**src/rtl/tcmp_pkg.sv**
```systemverilog
package tcmp_pkg;
  // ==========================================================
  // register byte addresses
  localparam logic [7:0] ADDR_CTRL_A = 8'h00;
  localparam logic [7:0] ADDR_CTRL_B = 8'h04;
  localparam logic [7:0] ADDR_COUNT = 8'h08;
  localparam logic [7:0] ADDR_CMP_A = 8'h0c;
  localparam logic [7:0] ADDR_CMP_B = 8'h10;
  localparam logic [7:0] ADDR_MASK = 8'h14;
  localparam logic [7:0] ADDR_FLAG = 8'h18;
  // ==========================================================
  // control_reg_a fields
  localparam int WGM_LO_POS = 0;
  localparam int COM_B_POS = 4;
  localparam int COM_A_POS = 6;
  // control_reg_b fields
  localparam int CS_POS = 0;
  localparam int WGM_HI_POS = 3;
  localparam int FOC_B_POS = 6;
  localparam int FOC_A_POS = 7;
  // flag and mask bit positions
  localparam int OVF_POS = 0;
  localparam int CMPA_POS = 1;
  localparam int CMPB_POS = 2;
  // ==========================================================
  // counter extremes and reset values
  localparam logic [7:0] BOTTOM = 8'h00;
  localparam logic [7:0] MAX = 8'hff;
  localparam logic [7:0] RESET_BYTE = 8'h00;
  // ==========================================================
  // waveform modes
  localparam logic [2:0] WGM_NORMAL = 3'h0;
  localparam logic [2:0] WGM_PC_MAX = 3'h1;
  localparam logic [2:0] WGM_CTC = 3'h2;
  localparam logic [2:0] WGM_FAST_MAX = 3'h3;
  localparam logic [2:0] WGM_PC_OCRA = 3'h5;
  localparam logic [2:0] WGM_FAST_OCRA = 3'h7;
  // clock select codes
  localparam logic [2:0] CS_STOP = 3'h0;
  localparam logic [2:0] CS_DIV1 = 3'h1;
  localparam logic [2:0] CS_DIV8 = 3'h2;
  localparam logic [2:0] CS_DIV64 = 3'h3;
  localparam logic [2:0] CS_DIV256 = 3'h4;
  localparam logic [2:0] CS_DIV1024 = 3'h5;
  localparam logic [2:0] CS_EXT_FALL = 3'h6;
  // compare output modes
  localparam logic [1:0] COM_NONE = 2'h0;
  localparam logic [1:0] COM_TOGGLE = 2'h1;
  localparam logic [1:0] COM_CLEAR = 2'h2;
  // axi responses
  localparam logic [1:0] RESP_OKAY = 2'h0;
  localparam logic [1:0] RESP_SLVERR = 2'h2;
endpackage : tcmp_pkg

```
**src/rtl/tcmp_core.sv**
```systemverilog
`timescale 1ns/1ns
// Operation
// - count and two compare values, 8-bit
// - three flags shown, each individually masked
// - tick from prescaler or external pin edge
// - clock select zero stops counter
// - tick clears, increments or decrements counter
// - cpu reads/writes count any time
// - cpu count write beats count/clear
// - mode: two bits ctrl a, one ctrl b
// - bottom at 0x00, max 0xff, top selectable
// - overflow flag set per mode
// - match sets compare flag next tick
// - flag masked to irq, cleared by one/ack
// - waveform from match, mode, output mode
// - pwm modes double-buffer compare values
// - cpu reaches buffer when buffered
// - force strobe forces match in non-pwm
// - forced match only updates wave output
// - count write blocks next tick match
// - normal mode wraps, overflow at zero
// - ctc clears at compare a match
// - output mode zero leaves output alone
// - reset clears output states
module tcmp_core (
  input wire logic aclk,
  input wire logic aresetn,
  input wire logic [7:0] s_axi_awaddr,
  input wire logic s_axi_awvalid,
  output logic s_axi_awready,
  input wire logic [31:0] s_axi_wdata,
  input wire logic [3:0] s_axi_wstrb,
  input wire logic s_axi_wvalid,
  output logic s_axi_wready,
  output logic [1:0] s_axi_bresp,
  output logic s_axi_bvalid,
  input wire logic s_axi_bready,
  input wire logic [7:0] s_axi_araddr,
  input wire logic s_axi_arvalid,
  output logic s_axi_arready,
  output logic [31:0] s_axi_rdata,
  output logic [1:0] s_axi_rresp,
  output logic s_axi_rvalid,
  input wire logic s_axi_rready,
  input wire logic ext_count_input,
  input wire logic [2:0] irq_ack,
  output logic wave_out_a,
  output logic wave_out_b,
  output logic timer_irq
);
  // ==========================================================
  // state
  typedef struct packed {
    logic aw_q;
    logic [7:0] awaddr_q;
    logic w_q;
    logic [7:0] wdata_q;
    logic wstb_q;
    logic bvalid_q;
    logic [1:0] bresp_q;
    logic rvalid_q;
    logic [31:0] rdata_q;
    logic [1:0] rresp_q;
    logic [7:0] ctrl_a_q;
    logic [3:0] ctrl_b_q;
    logic [7:0] count_q;
    logic [7:0] cmp_a_q;
    logic [7:0] cmp_b_q;
    logic [7:0] buf_a_q;
    logic [7:0] buf_b_q;
    logic [2:0] mask_q;
    logic [2:0] flag_q;
    logic dir_down_q;
    logic block_q;
    logic [1:0] match_q;
    logic [9:0] presc_q;
    logic ext_q;
    logic wave_a_q;
    logic wave_b_q;
    logic irq_q;
  } tcmp_state_t;
  tcmp_state_t s_q, s_d;
  logic [2:0] wgm, cs;
  logic pwm, tick, m_a, m_b, top_hit, bot_hit, wr_go, wr_count;
  logic [7:0] top_val;
  logic [1:0] com_a, com_b;
  // ==========================================================
  // decode of mode, tick and compare
  always_comb begin
    wgm = {s_q.ctrl_b_q[tcmp_pkg::WGM_HI_POS],
           s_q.ctrl_a_q[tcmp_pkg::WGM_LO_POS +: 2]};
    cs = s_q.ctrl_b_q[tcmp_pkg::CS_POS +: 3];
    com_a = s_q.ctrl_a_q[tcmp_pkg::COM_A_POS +: 2];
    com_b = s_q.ctrl_a_q[tcmp_pkg::COM_B_POS +: 2];
    pwm = wgm[0]; // pwm modes are the odd codes, 4 and 6 act as normal
    // tick source and edge select
    unique case (cs)
      tcmp_pkg::CS_STOP: tick = 1'b0;
      tcmp_pkg::CS_DIV1: tick = 1'b1;
      tcmp_pkg::CS_DIV8: tick = &s_q.presc_q[2:0];
      tcmp_pkg::CS_DIV64: tick = &s_q.presc_q[5:0];
      tcmp_pkg::CS_DIV256: tick = &s_q.presc_q[7:0];
      tcmp_pkg::CS_DIV1024: tick = &s_q.presc_q;
      tcmp_pkg::CS_EXT_FALL: tick = s_q.ext_q & ~ext_count_input;
      default: tick = ~s_q.ext_q & ext_count_input;
    endcase
    // top is max or compare a
    top_val = (wgm == tcmp_pkg::WGM_CTC || wgm[2]) ? s_q.cmp_a_q
                                                    : tcmp_pkg::MAX;
    top_hit = s_q.count_q == top_val;
    bot_hit = s_q.count_q == tcmp_pkg::BOTTOM;
    m_a = (s_q.count_q == s_q.cmp_a_q) && !s_q.block_q;
    m_b = (s_q.count_q == s_q.cmp_b_q) && !s_q.block_q;
    wr_go = s_q.aw_q && s_q.w_q && !s_q.bvalid_q;
    wr_count = wr_go && s_q.wstb_q
               && s_q.awaddr_q == tcmp_pkg::ADDR_COUNT;
  end

  // wave update per unit: set, clear or toggle
  function automatic logic wave_next(input logic cur, input logic [1:0] com,
                                     input logic up, input logic pwm_m,
                                     input logic hit, input logic frc,
                                     input logic at_top, input logic at_bot);
    logic r;
    r = cur;
    if (!pwm_m) begin
      if (hit || frc) begin
        unique case (com)
          tcmp_pkg::COM_NONE: r = cur;
          tcmp_pkg::COM_TOGGLE: r = ~cur;
          tcmp_pkg::COM_CLEAR: r = 1'b0;
          default: r = 1'b1;
        endcase
      end
    end else if (com[1]) begin
      // non-inverted for com 2, inverted for com 3
      if (hit) r = up ? com[0] : ~com[0];
      else if (at_bot) r = ~com[0];
      else if (at_top && !up) r = ~com[0];
    end
    return r;
  endfunction : wave_next

  // ==========================================================
  // next state
  always_comb begin
    logic [7:0] wd;
    logic up_now, frc_a, frc_b;
    logic [2:0] set_v, clr_v;
    wd = s_q.wdata_q;
    up_now = !s_q.dir_down_q;
    frc_a = 1'b0;
    frc_b = 1'b0;
    set_v = 3'h0;
    clr_v = 3'h0;
    s_d = s_q;
    s_d.presc_q = s_q.presc_q + 10'h001;
    s_d.ext_q = ext_count_input;
    // axi write channels taken in either order
    if (s_axi_awvalid && !s_q.aw_q) begin
      s_d.aw_q = 1'b1;
      s_d.awaddr_q = s_axi_awaddr;
    end
    if (s_axi_wvalid && !s_q.w_q) begin
      s_d.w_q = 1'b1;
      s_d.wdata_q = s_axi_wdata[7:0];
      s_d.wstb_q = s_axi_wstrb[0];
    end
    if (s_q.bvalid_q && s_axi_bready) s_d.bvalid_q = 1'b0;
    if (s_q.rvalid_q && s_axi_rready) s_d.rvalid_q = 1'b0;
    // counter operation on tick
    if (tick) begin
      s_d.block_q = 1'b0;
      s_d.match_q = {m_b, m_a};
      if (m_a) set_v[tcmp_pkg::CMPA_POS] = 1'b1;
      if (m_b) set_v[tcmp_pkg::CMPB_POS] = 1'b1;
      unique case (wgm)
        tcmp_pkg::WGM_PC_MAX, tcmp_pkg::WGM_PC_OCRA: begin
          if (top_hit) begin
            s_d.dir_down_q = 1'b1;
            s_d.count_q = s_q.count_q - 8'h01;
            s_d.cmp_a_q = s_q.buf_a_q;
            s_d.cmp_b_q = s_q.buf_b_q;
          end else if (bot_hit && s_q.dir_down_q) begin
            s_d.dir_down_q = 1'b0;
            s_d.count_q = s_q.count_q + 8'h01;
            set_v[tcmp_pkg::OVF_POS] = 1'b1;
          end else begin
            s_d.count_q = s_q.dir_down_q ? s_q.count_q - 8'h01
                                         : s_q.count_q + 8'h01;
          end
        end
        tcmp_pkg::WGM_FAST_MAX, tcmp_pkg::WGM_FAST_OCRA,
        tcmp_pkg::WGM_CTC: begin
          s_d.dir_down_q = 1'b0;
          if (top_hit) begin
            s_d.count_q = tcmp_pkg::BOTTOM;
            if (pwm) begin
              set_v[tcmp_pkg::OVF_POS] = 1'b1;
              s_d.cmp_a_q = s_q.buf_a_q;
              s_d.cmp_b_q = s_q.buf_b_q;
            end
          end else begin
            s_d.count_q = s_q.count_q + 8'h01;
          end
          if (!pwm && s_q.count_q == tcmp_pkg::MAX)
            set_v[tcmp_pkg::OVF_POS] = 1'b1;
        end
        default: begin
          s_d.dir_down_q = 1'b0;
          s_d.count_q = s_q.count_q + 8'h01;
          if (s_q.count_q == tcmp_pkg::MAX)
            set_v[tcmp_pkg::OVF_POS] = 1'b1;
        end
      endcase
      s_d.wave_a_q = wave_next(s_q.wave_a_q, com_a, up_now, pwm, m_a,
                               1'b0, top_hit, bot_hit);
      s_d.wave_b_q = wave_next(s_q.wave_b_q, com_b, up_now, pwm, m_b,
                               1'b0, top_hit, bot_hit);
    end
    if (!pwm) begin
      s_d.cmp_a_q = s_q.buf_a_q;
      s_d.cmp_b_q = s_q.buf_b_q;
    end
    // register write
    if (wr_go) begin
      s_d.aw_q = 1'b0;
      s_d.w_q = 1'b0;
      s_d.bvalid_q = 1'b1;
      s_d.bresp_q = tcmp_pkg::RESP_OKAY;
      if (s_q.wstb_q) begin
        unique case (s_q.awaddr_q)
          tcmp_pkg::ADDR_CTRL_A: s_d.ctrl_a_q = wd;
          tcmp_pkg::ADDR_CTRL_B: begin
            s_d.ctrl_b_q = {wd[tcmp_pkg::WGM_HI_POS], wd[2:0]};
            frc_a = wd[tcmp_pkg::FOC_A_POS] && !pwm;
            frc_b = wd[tcmp_pkg::FOC_B_POS] && !pwm;
          end
          tcmp_pkg::ADDR_COUNT: begin
            s_d.count_q = wd;
            s_d.block_q = 1'b1;
          end
          tcmp_pkg::ADDR_CMP_A: s_d.buf_a_q = wd;
          tcmp_pkg::ADDR_CMP_B: s_d.buf_b_q = wd;
          tcmp_pkg::ADDR_MASK: s_d.mask_q = wd[2:0];
          tcmp_pkg::ADDR_FLAG: clr_v = wd[2:0];
          default: s_d.bresp_q = tcmp_pkg::RESP_SLVERR;
        endcase
      end
    end
    // forced match: wave only, no flag, no counter change
    if (frc_a)
      s_d.wave_a_q = wave_next(s_d.wave_a_q, com_a, 1'b1, 1'b0, 1'b0,
                               1'b1, 1'b0, 1'b0);
    if (frc_b)
      s_d.wave_b_q = wave_next(s_d.wave_b_q, com_b, 1'b1, 1'b0, 1'b0,
                               1'b1, 1'b0, 1'b0);
    // read channel
    if (s_axi_arvalid && !s_q.rvalid_q) begin
      s_d.rvalid_q = 1'b1;
      s_d.rresp_q = tcmp_pkg::RESP_OKAY;
      unique case (s_axi_araddr)
        tcmp_pkg::ADDR_CTRL_A: s_d.rdata_q = {24'h0, s_q.ctrl_a_q};
        tcmp_pkg::ADDR_CTRL_B: s_d.rdata_q = {28'h0, s_q.ctrl_b_q};
        tcmp_pkg::ADDR_COUNT: s_d.rdata_q = {24'h0, s_q.count_q};
        tcmp_pkg::ADDR_CMP_A: s_d.rdata_q = {24'h0, s_q.buf_a_q};
        tcmp_pkg::ADDR_CMP_B: s_d.rdata_q = {24'h0, s_q.buf_b_q};
        tcmp_pkg::ADDR_MASK: s_d.rdata_q = {29'h0, s_q.mask_q};
        tcmp_pkg::ADDR_FLAG: s_d.rdata_q = {29'h0, s_q.flag_q};
        default: begin
          s_d.rdata_q = 32'h0;
          s_d.rresp_q = tcmp_pkg::RESP_SLVERR;
        end
      endcase
    end
    // ack or write-one clears; a same-cycle hardware set wins
    s_d.flag_q = (s_q.flag_q & ~irq_ack & ~clr_v) | set_v;
    s_d.irq_q = |(s_d.flag_q & s_d.mask_q);
  end

  // ==========================================================
  // registers, synchronous reset
  always_ff @(posedge aclk) begin
    if (!aresetn) begin
      s_q <= '0;
    end else begin
      s_q <= s_d;
    end
  end

  // outputs
  always_comb begin
    s_axi_awready = !s_q.aw_q;
    s_axi_wready = !s_q.w_q;
  end
  assign s_axi_bvalid = s_q.bvalid_q;
  assign s_axi_bresp = s_q.bresp_q;
  assign s_axi_arready = !s_q.rvalid_q;
  assign s_axi_rvalid = s_q.rvalid_q;
  assign s_axi_rdata = s_q.rdata_q;
  assign s_axi_rresp = s_q.rresp_q;
  assign wave_out_a = s_q.wave_a_q;
  assign wave_out_b = s_q.wave_b_q;
  assign timer_irq = s_q.irq_q;

  // ==========================================================
  // checks
  a_stop_holds: assert property (@(posedge aclk) disable iff (!aresetn)
    cs == tcmp_pkg::CS_STOP && !wr_count |=> $stable(s_q.count_q))
    else $error("counter moved while stopped");
  a_write_wins: assert property (@(posedge aclk) disable iff (!aresetn)
    wr_count |=> s_q.count_q == $past(s_q.wdata_q))
    else $error("count write lost");
  a_block_match: assert property (@(posedge aclk) disable iff (!aresetn)
    wr_count |=> !m_a && !m_b)
    else $error("match not blocked after count write");
  a_normal_ovf: assert property (@(posedge aclk) disable iff (!aresetn)
    tick && wgm == tcmp_pkg::WGM_NORMAL && s_q.count_q == 8'hff
    && !wr_go |=> s_q.flag_q[0] && s_q.count_q == 8'h00)
    else $error("normal wrap wrong");
  a_ctc_clear: assert property (@(posedge aclk) disable iff (!aresetn)
    tick && wgm == tcmp_pkg::WGM_CTC && top_hit && !wr_go
    |=> s_q.count_q == 8'h00)
    else $error("ctc clear missing");
  a_cmp_flag: assert property (@(posedge aclk) disable iff (!aresetn)
    tick && m_a && irq_ack == 3'h0 |=> s_q.flag_q[1])
    else $error("compare flag not set");
  a_irq_gate: assert property (@(posedge aclk) disable iff (!aresetn)
    timer_irq |-> $past(|(s_d.flag_q & s_d.mask_q)))
    else $error("irq without masked flag");
  a_com_none: assert property (@(posedge aclk) disable iff (!aresetn)
    com_a == tcmp_pkg::COM_NONE && !pwm && !wr_go
    |=> $stable(s_q.wave_a_q))
    else $error("wave a changed with no action");

  // ==========================================================
  // count, flag, buffer and force checks
  a_count_step: assert property (@(posedge aclk) disable iff (!aresetn)
    tick && wgm == tcmp_pkg::WGM_NORMAL && !wr_go
    |=> s_q.count_q == $past(s_q.count_q) + 8'h01)
    else $error("count did not step up on tick");
  a_flag_b_set: assert property (@(posedge aclk) disable iff (!aresetn)
    tick && m_b |=> s_q.match_q[1] && s_q.flag_q[tcmp_pkg::CMPB_POS])
    else $error("compare b flag not set");
  a_ack_clear: assert property (@(posedge aclk) disable iff (!aresetn)
    !tick && irq_ack[tcmp_pkg::CMPA_POS]
    |=> !s_q.flag_q[tcmp_pkg::CMPA_POS])
    else $error("serviced flag not cleared");
  a_zero_keeps: assert property (@(posedge aclk) disable iff (!aresetn)
    wr_go && s_q.wstb_q && s_q.awaddr_q == tcmp_pkg::ADDR_FLAG
    && s_q.wdata_q[2:0] == 3'h0 && irq_ack == 3'h0
    |=> (s_q.flag_q & $past(s_q.flag_q)) == $past(s_q.flag_q))
    else $error("zero write cleared a flag");
  a_buf_hold: assert property (@(posedge aclk) disable iff (!aresetn)
    pwm && !tick |=> $stable(s_q.cmp_a_q) && $stable(s_q.cmp_b_q))
    else $error("buffered compare changed off a tick");
  a_force_toggle: assert property (@(posedge aclk) disable iff (!aresetn)
    wr_go && s_q.wstb_q && s_q.awaddr_q == tcmp_pkg::ADDR_CTRL_B
    && s_q.wdata_q[tcmp_pkg::FOC_A_POS] && !pwm && !tick
    && com_a == tcmp_pkg::COM_TOGGLE
    |=> s_q.wave_a_q != $past(s_q.wave_a_q))
    else $error("forced toggle missing");
  a_force_quiet: assert property (@(posedge aclk) disable iff (!aresetn)
    wr_go && s_q.wstb_q && s_q.awaddr_q == tcmp_pkg::ADDR_CTRL_B
    && !tick && irq_ack == 3'h0
    |=> $stable(s_q.flag_q) && $stable(s_q.count_q))
    else $error("forced match touched flag or count");
endmodule : tcmp_core

```
**config.mk**
```make
export PLATFORM = sky130hd
export DESIGN_NAME = tcmp_core
export DESIGN_NICKNAME = d
export VERILOG_FILES = /design/src/rtl/tcmp_pkg.sv /design/src/rtl/tcmp_core.sv
export SDC_FILE = /design/constraint.sdc
export NUM_CORES = 1
export LEC_CHECK = 0
export ABC_AREA = 1
export BUFFER_PORTS_ARGS = -buffer_cell sky130_fd_sc_hd__clkbuf_2
export CORE_MARGIN = 2
export CORE_UTILIZATION = 49
export DETAILED_ROUTE_END_ITERATION = 16
export PLACE_DENSITY = 0.79
export SYNTH_ARGS = -nofsm -noshare
export SYNTH_HDL_FRONTEND = slang
export SYNTH_SLANG_ARGS = --single-unit
```
**constraint.sdc**
```tcl
create_clock -name aclk -period 2.4 [get_ports aclk]
set_input_delay 0.72 -clock aclk [delete_from_list [all_inputs] [get_ports aclk]]
set_output_delay 0.72 -clock aclk [all_outputs]
set_load 0.03 [all_outputs]
```
==> impl_metrics.csv <==
group,metric,value,unit
synth,ys_types,47,
synth,synth_ff_type,"dfxtp_1",
place,dp_hpwl,10.98,mm
run,max-cap-violations,0,
layout,drive_above_1_share,17.08,%
grt,grt_max_degree,27,
drt,wl,14.82,mm
setup_path,cp-end-kind,"flip-flop",
power,p_leak,2.577,nW
drt,drt_iter0_drc,477,
die,core,11270,um^2
cts,cts_max_path_buffers,2,
synth,netlist_area,5607,um^2
power,peakVddDrop,0.3568,mV
cts,cts.htree.levels,3,
sta,max_freq,452.3,MHz
power,clkPwrFrac,42.5,%
sta,post-route-period-util,92.12,%
setup_path,crit_slowest_cell,"dfxtp_1",
grt,grt_antenna_before_repair,0,
place,dpl.cell_count,969,
sta,rsz0062_at_grt,"true",
drt,drc_errors,0,
synth,synth.largest_area_cell,"dfxtp_1",
power,power.switching,0.9749,mW
synth,avgSynthCellArea,7.124,um^2
die,fp.dieH,111.0,um
synth,synth-seq-area-share,37.49,%
sta,setup_viol,0,
drt,via_count,5378,
setup_path,critical-path-top-delay-family,"simple AND/OR/NAND/NOR gates",
sta,fin_skew,0.006433,ns
layout,nets,906,
cts,cts-hold-fix-buffers,0,
sta,min_period,2.211,ns
sta,fin_ws,0.1892,ns
synth,synthCells,787,
synth,yosysWarningCount,0,
setup_path,critical_path_buf_inv_count,2,
synth,yosysTopAreaCellShare,37.49,%
place,place_congestion,0.9946,
setup_path,max_stage_delay,0.37,ns
grt,grt_pass1_wl,24.06,mm
layout,final_cells,986,
die,row_count,39,
layout,fillers,1087,
die,start_util,49.74,%
place,numPortBuffers,53,
power,p_per_area,588.5,nW/um^2
setup_path,startpoint_type,"flip-flop",
setup_path,worst_ep_arrival_time,2.44,ns
hold_path,hp-class,"flip-flop to flip-flop",
drt,drt_first_pass_iters,5,
die,die_x,111.0,um
setup_path,cp_data_required_time,2.63,ns
layout,utilization,55.24,%
cts,clock-root-buffer,"clkbuf_16",
synth,async_flop_share,0,%
drt,ant_nets,0,
setup_path,path_cells,"ha_1, nand3_1, nor2_2, nand2_1, nor2_2, o21ai_1, o211ai_1, nand2_2, inv_2, nand2_2, nand2_4, inv_2, o21ai_0, a21oi_1",
synth,synth-seq-cells,105,
run_status,status,"finished, final reports clean",
power,internal-power,2.690,mW
drt,wl_per_cell,15.03,um
sta,setup_tns,0,ns
grt,grt_usage,23.91,%
setup_path,worst-path-max-fanout,14,
power,power_frac_seq,49.3,%
synth,synth-edff-count,0,
sta,slew_violations,0,
layout,area_growth,11.07,%
power,netSwitchingFraction,26.60,%
cts,clk_latency,0.35,ns
sta,hold_ws,0.4651,ns
grt,grt_overflow,0,
cts,cts.sinks,105,
cts,clk_pin_slew,0.08,ns
synth,ys_top_cells_by_area,"dfxtp_1 37%, nand2_1 8.2%, o21ai_0 7.1%, a21oi_1 6.4%, buf_4 5.8%",
power,combPwrFrac,8.2,%
drt,viasPerCell,5.454,
grt,grt_pass1_vias,4918,
sta,finalHoldViolCount,0,
setup_path,critPathKind,"flip-flop to flip-flop",
die,ioPinCount,107,
layout,antenna_cells,0,
die,die_area,12310,um^2
cts,cts_tree,"yes",
cts,cts_buffers,9,
place,place_ws,0.1386,ns
-- worst paths after layout --
check	from	to	slack (ns)	depth (start not counted)
min reg2reg	s_axi_rdata[4]	s_axi_rdata[4]	0.47	2
max	s_q[4]	s_q[43]	0.19	14
min	s_axi_rdata[4]	s_axi_rdata[4]	0.47	2
max reg2reg	s_q[4]	s_q[43]	0.19	14
-- cell type report --
type / instances / area, um^2 / area share (%)
clock buffers: 9 / 225.2 / 3.617
well taps: 143 / 178.9 / 2.873
clock inverters: 7 / 88.84 / 1.427
repair buffers: 76 / 437.9 / 7.032
multi-input cells: 544 / 2806 / 45.07
inverters: 102 / 387.9 / 6.229
flip-flops and latches: 105 / 2102 / 33.76
-- cells in the mapped netlist, drive strengths merged, types with 10 or more instances --
cell	n
o21ai	87
nand3	39
buf	52
a211oi	17
a21oi	72
dfxtp	105
inv	102
nor2	77
nand2	138
nor3	15
nand4	10
xor2	10
-- stage by stage --
| stage | total power [mW] | cell area, um^2 |
|---|---|---|
| 2_1_floorplan | 2.089 | 5700 |
| 3_3_place_gp | 2.138 | 5906 |
| 3_5_place_dp | 2.144 | 5906 |
| 4_1_cts | 3.671 | 6220 |
| 5_1_grt | 3.768 | 6227 |
| 6_report | 3.664 | 6227 |
-- state kept, by name, indices dropped and copies added (netlist names) --
register,cells
s_axi_bvalid,1
s_q,82
wave_out_b,1
com_b,2
s_axi_rdata,8
com_a,2
cs,3
timer_irq,1
wave_out_a,1
s_axi_bresp,1
s_axi_rvalid,1
s_axi_rresp,1
pwm,1
-- cell families (layout without fill, tap and decap cells) --
logic type	after synthesis	count (layout)	share of synthesized area [%]
AO/OA/AOI/OAI	210	210	21.22
XOR/XNOR	15	15	2.343
adder cells (fa/ha/maj)	5	5	1.116
buffers and inverters	163	194	14.13
flip-flops	105	105	37.49
other	1	26	0.06689
AND/OR/NAND/NOR	288	288	23.63
-- worst reg2reg max path, stage by stage (launching register included) --
cell and delay, ns:
dfxtp_1 0.37, ha_1 0.19, nand3_1 0.14, nor2_2 0.17, nand2_1 0.10, nor2_2 0.13
o21ai_1 0.07, o211ai_1 0.11, nand2_2 0.13, inv_2 0.11, nand2_2 0.09, nand2_4 0.11
inv_2 0.12, o21ai_0 0.18, a21oi_1 0.07
-- power by group through the flow --
stage | Clock [mW] | Sequential, mW | Combinational (mW)
after CTS | 1.57 | 1.81 | 0.298
after floorplan | 0 | 1.84 | 0.246
after global routing | 1.62 | 1.81 | 0.333
after detailed placement | 0 | 1.85 | 0.296
final | 1.56 | 1.81 | 0.299
after global placement | 0 | 1.85 | 0.291
-- per-layer routing --
layer	routed length [um]	share of wire, %	vias up	track usage, %
met3	1121	7.6	20	4.210
met1	6517	44	2500	31.15
met2	6975	47	195	40.78
li1	-	-	2663	-
met4	210	1.4	0	6.833
met5	0	0	-	0
-- what timing repair did --
action	CTS	global route
endpoints found under the setup margin	0	3
setup buffers	0	1
resized for setup	0	1
-- cell usage in the layout (no fill, tap or decap), types with 23 or more instances in the layout --
cell type / count
nor2_1: 72
clkbuf_2: 53
a21oi_1: 72
nand3_1: 37
inv_1: 85
dfxtp_1: 105
buf_4: 23
o21ai_0: 78
nand2_1: 122
conb_1: 26
Note: power is estimated with default switching activity, not from simulation.
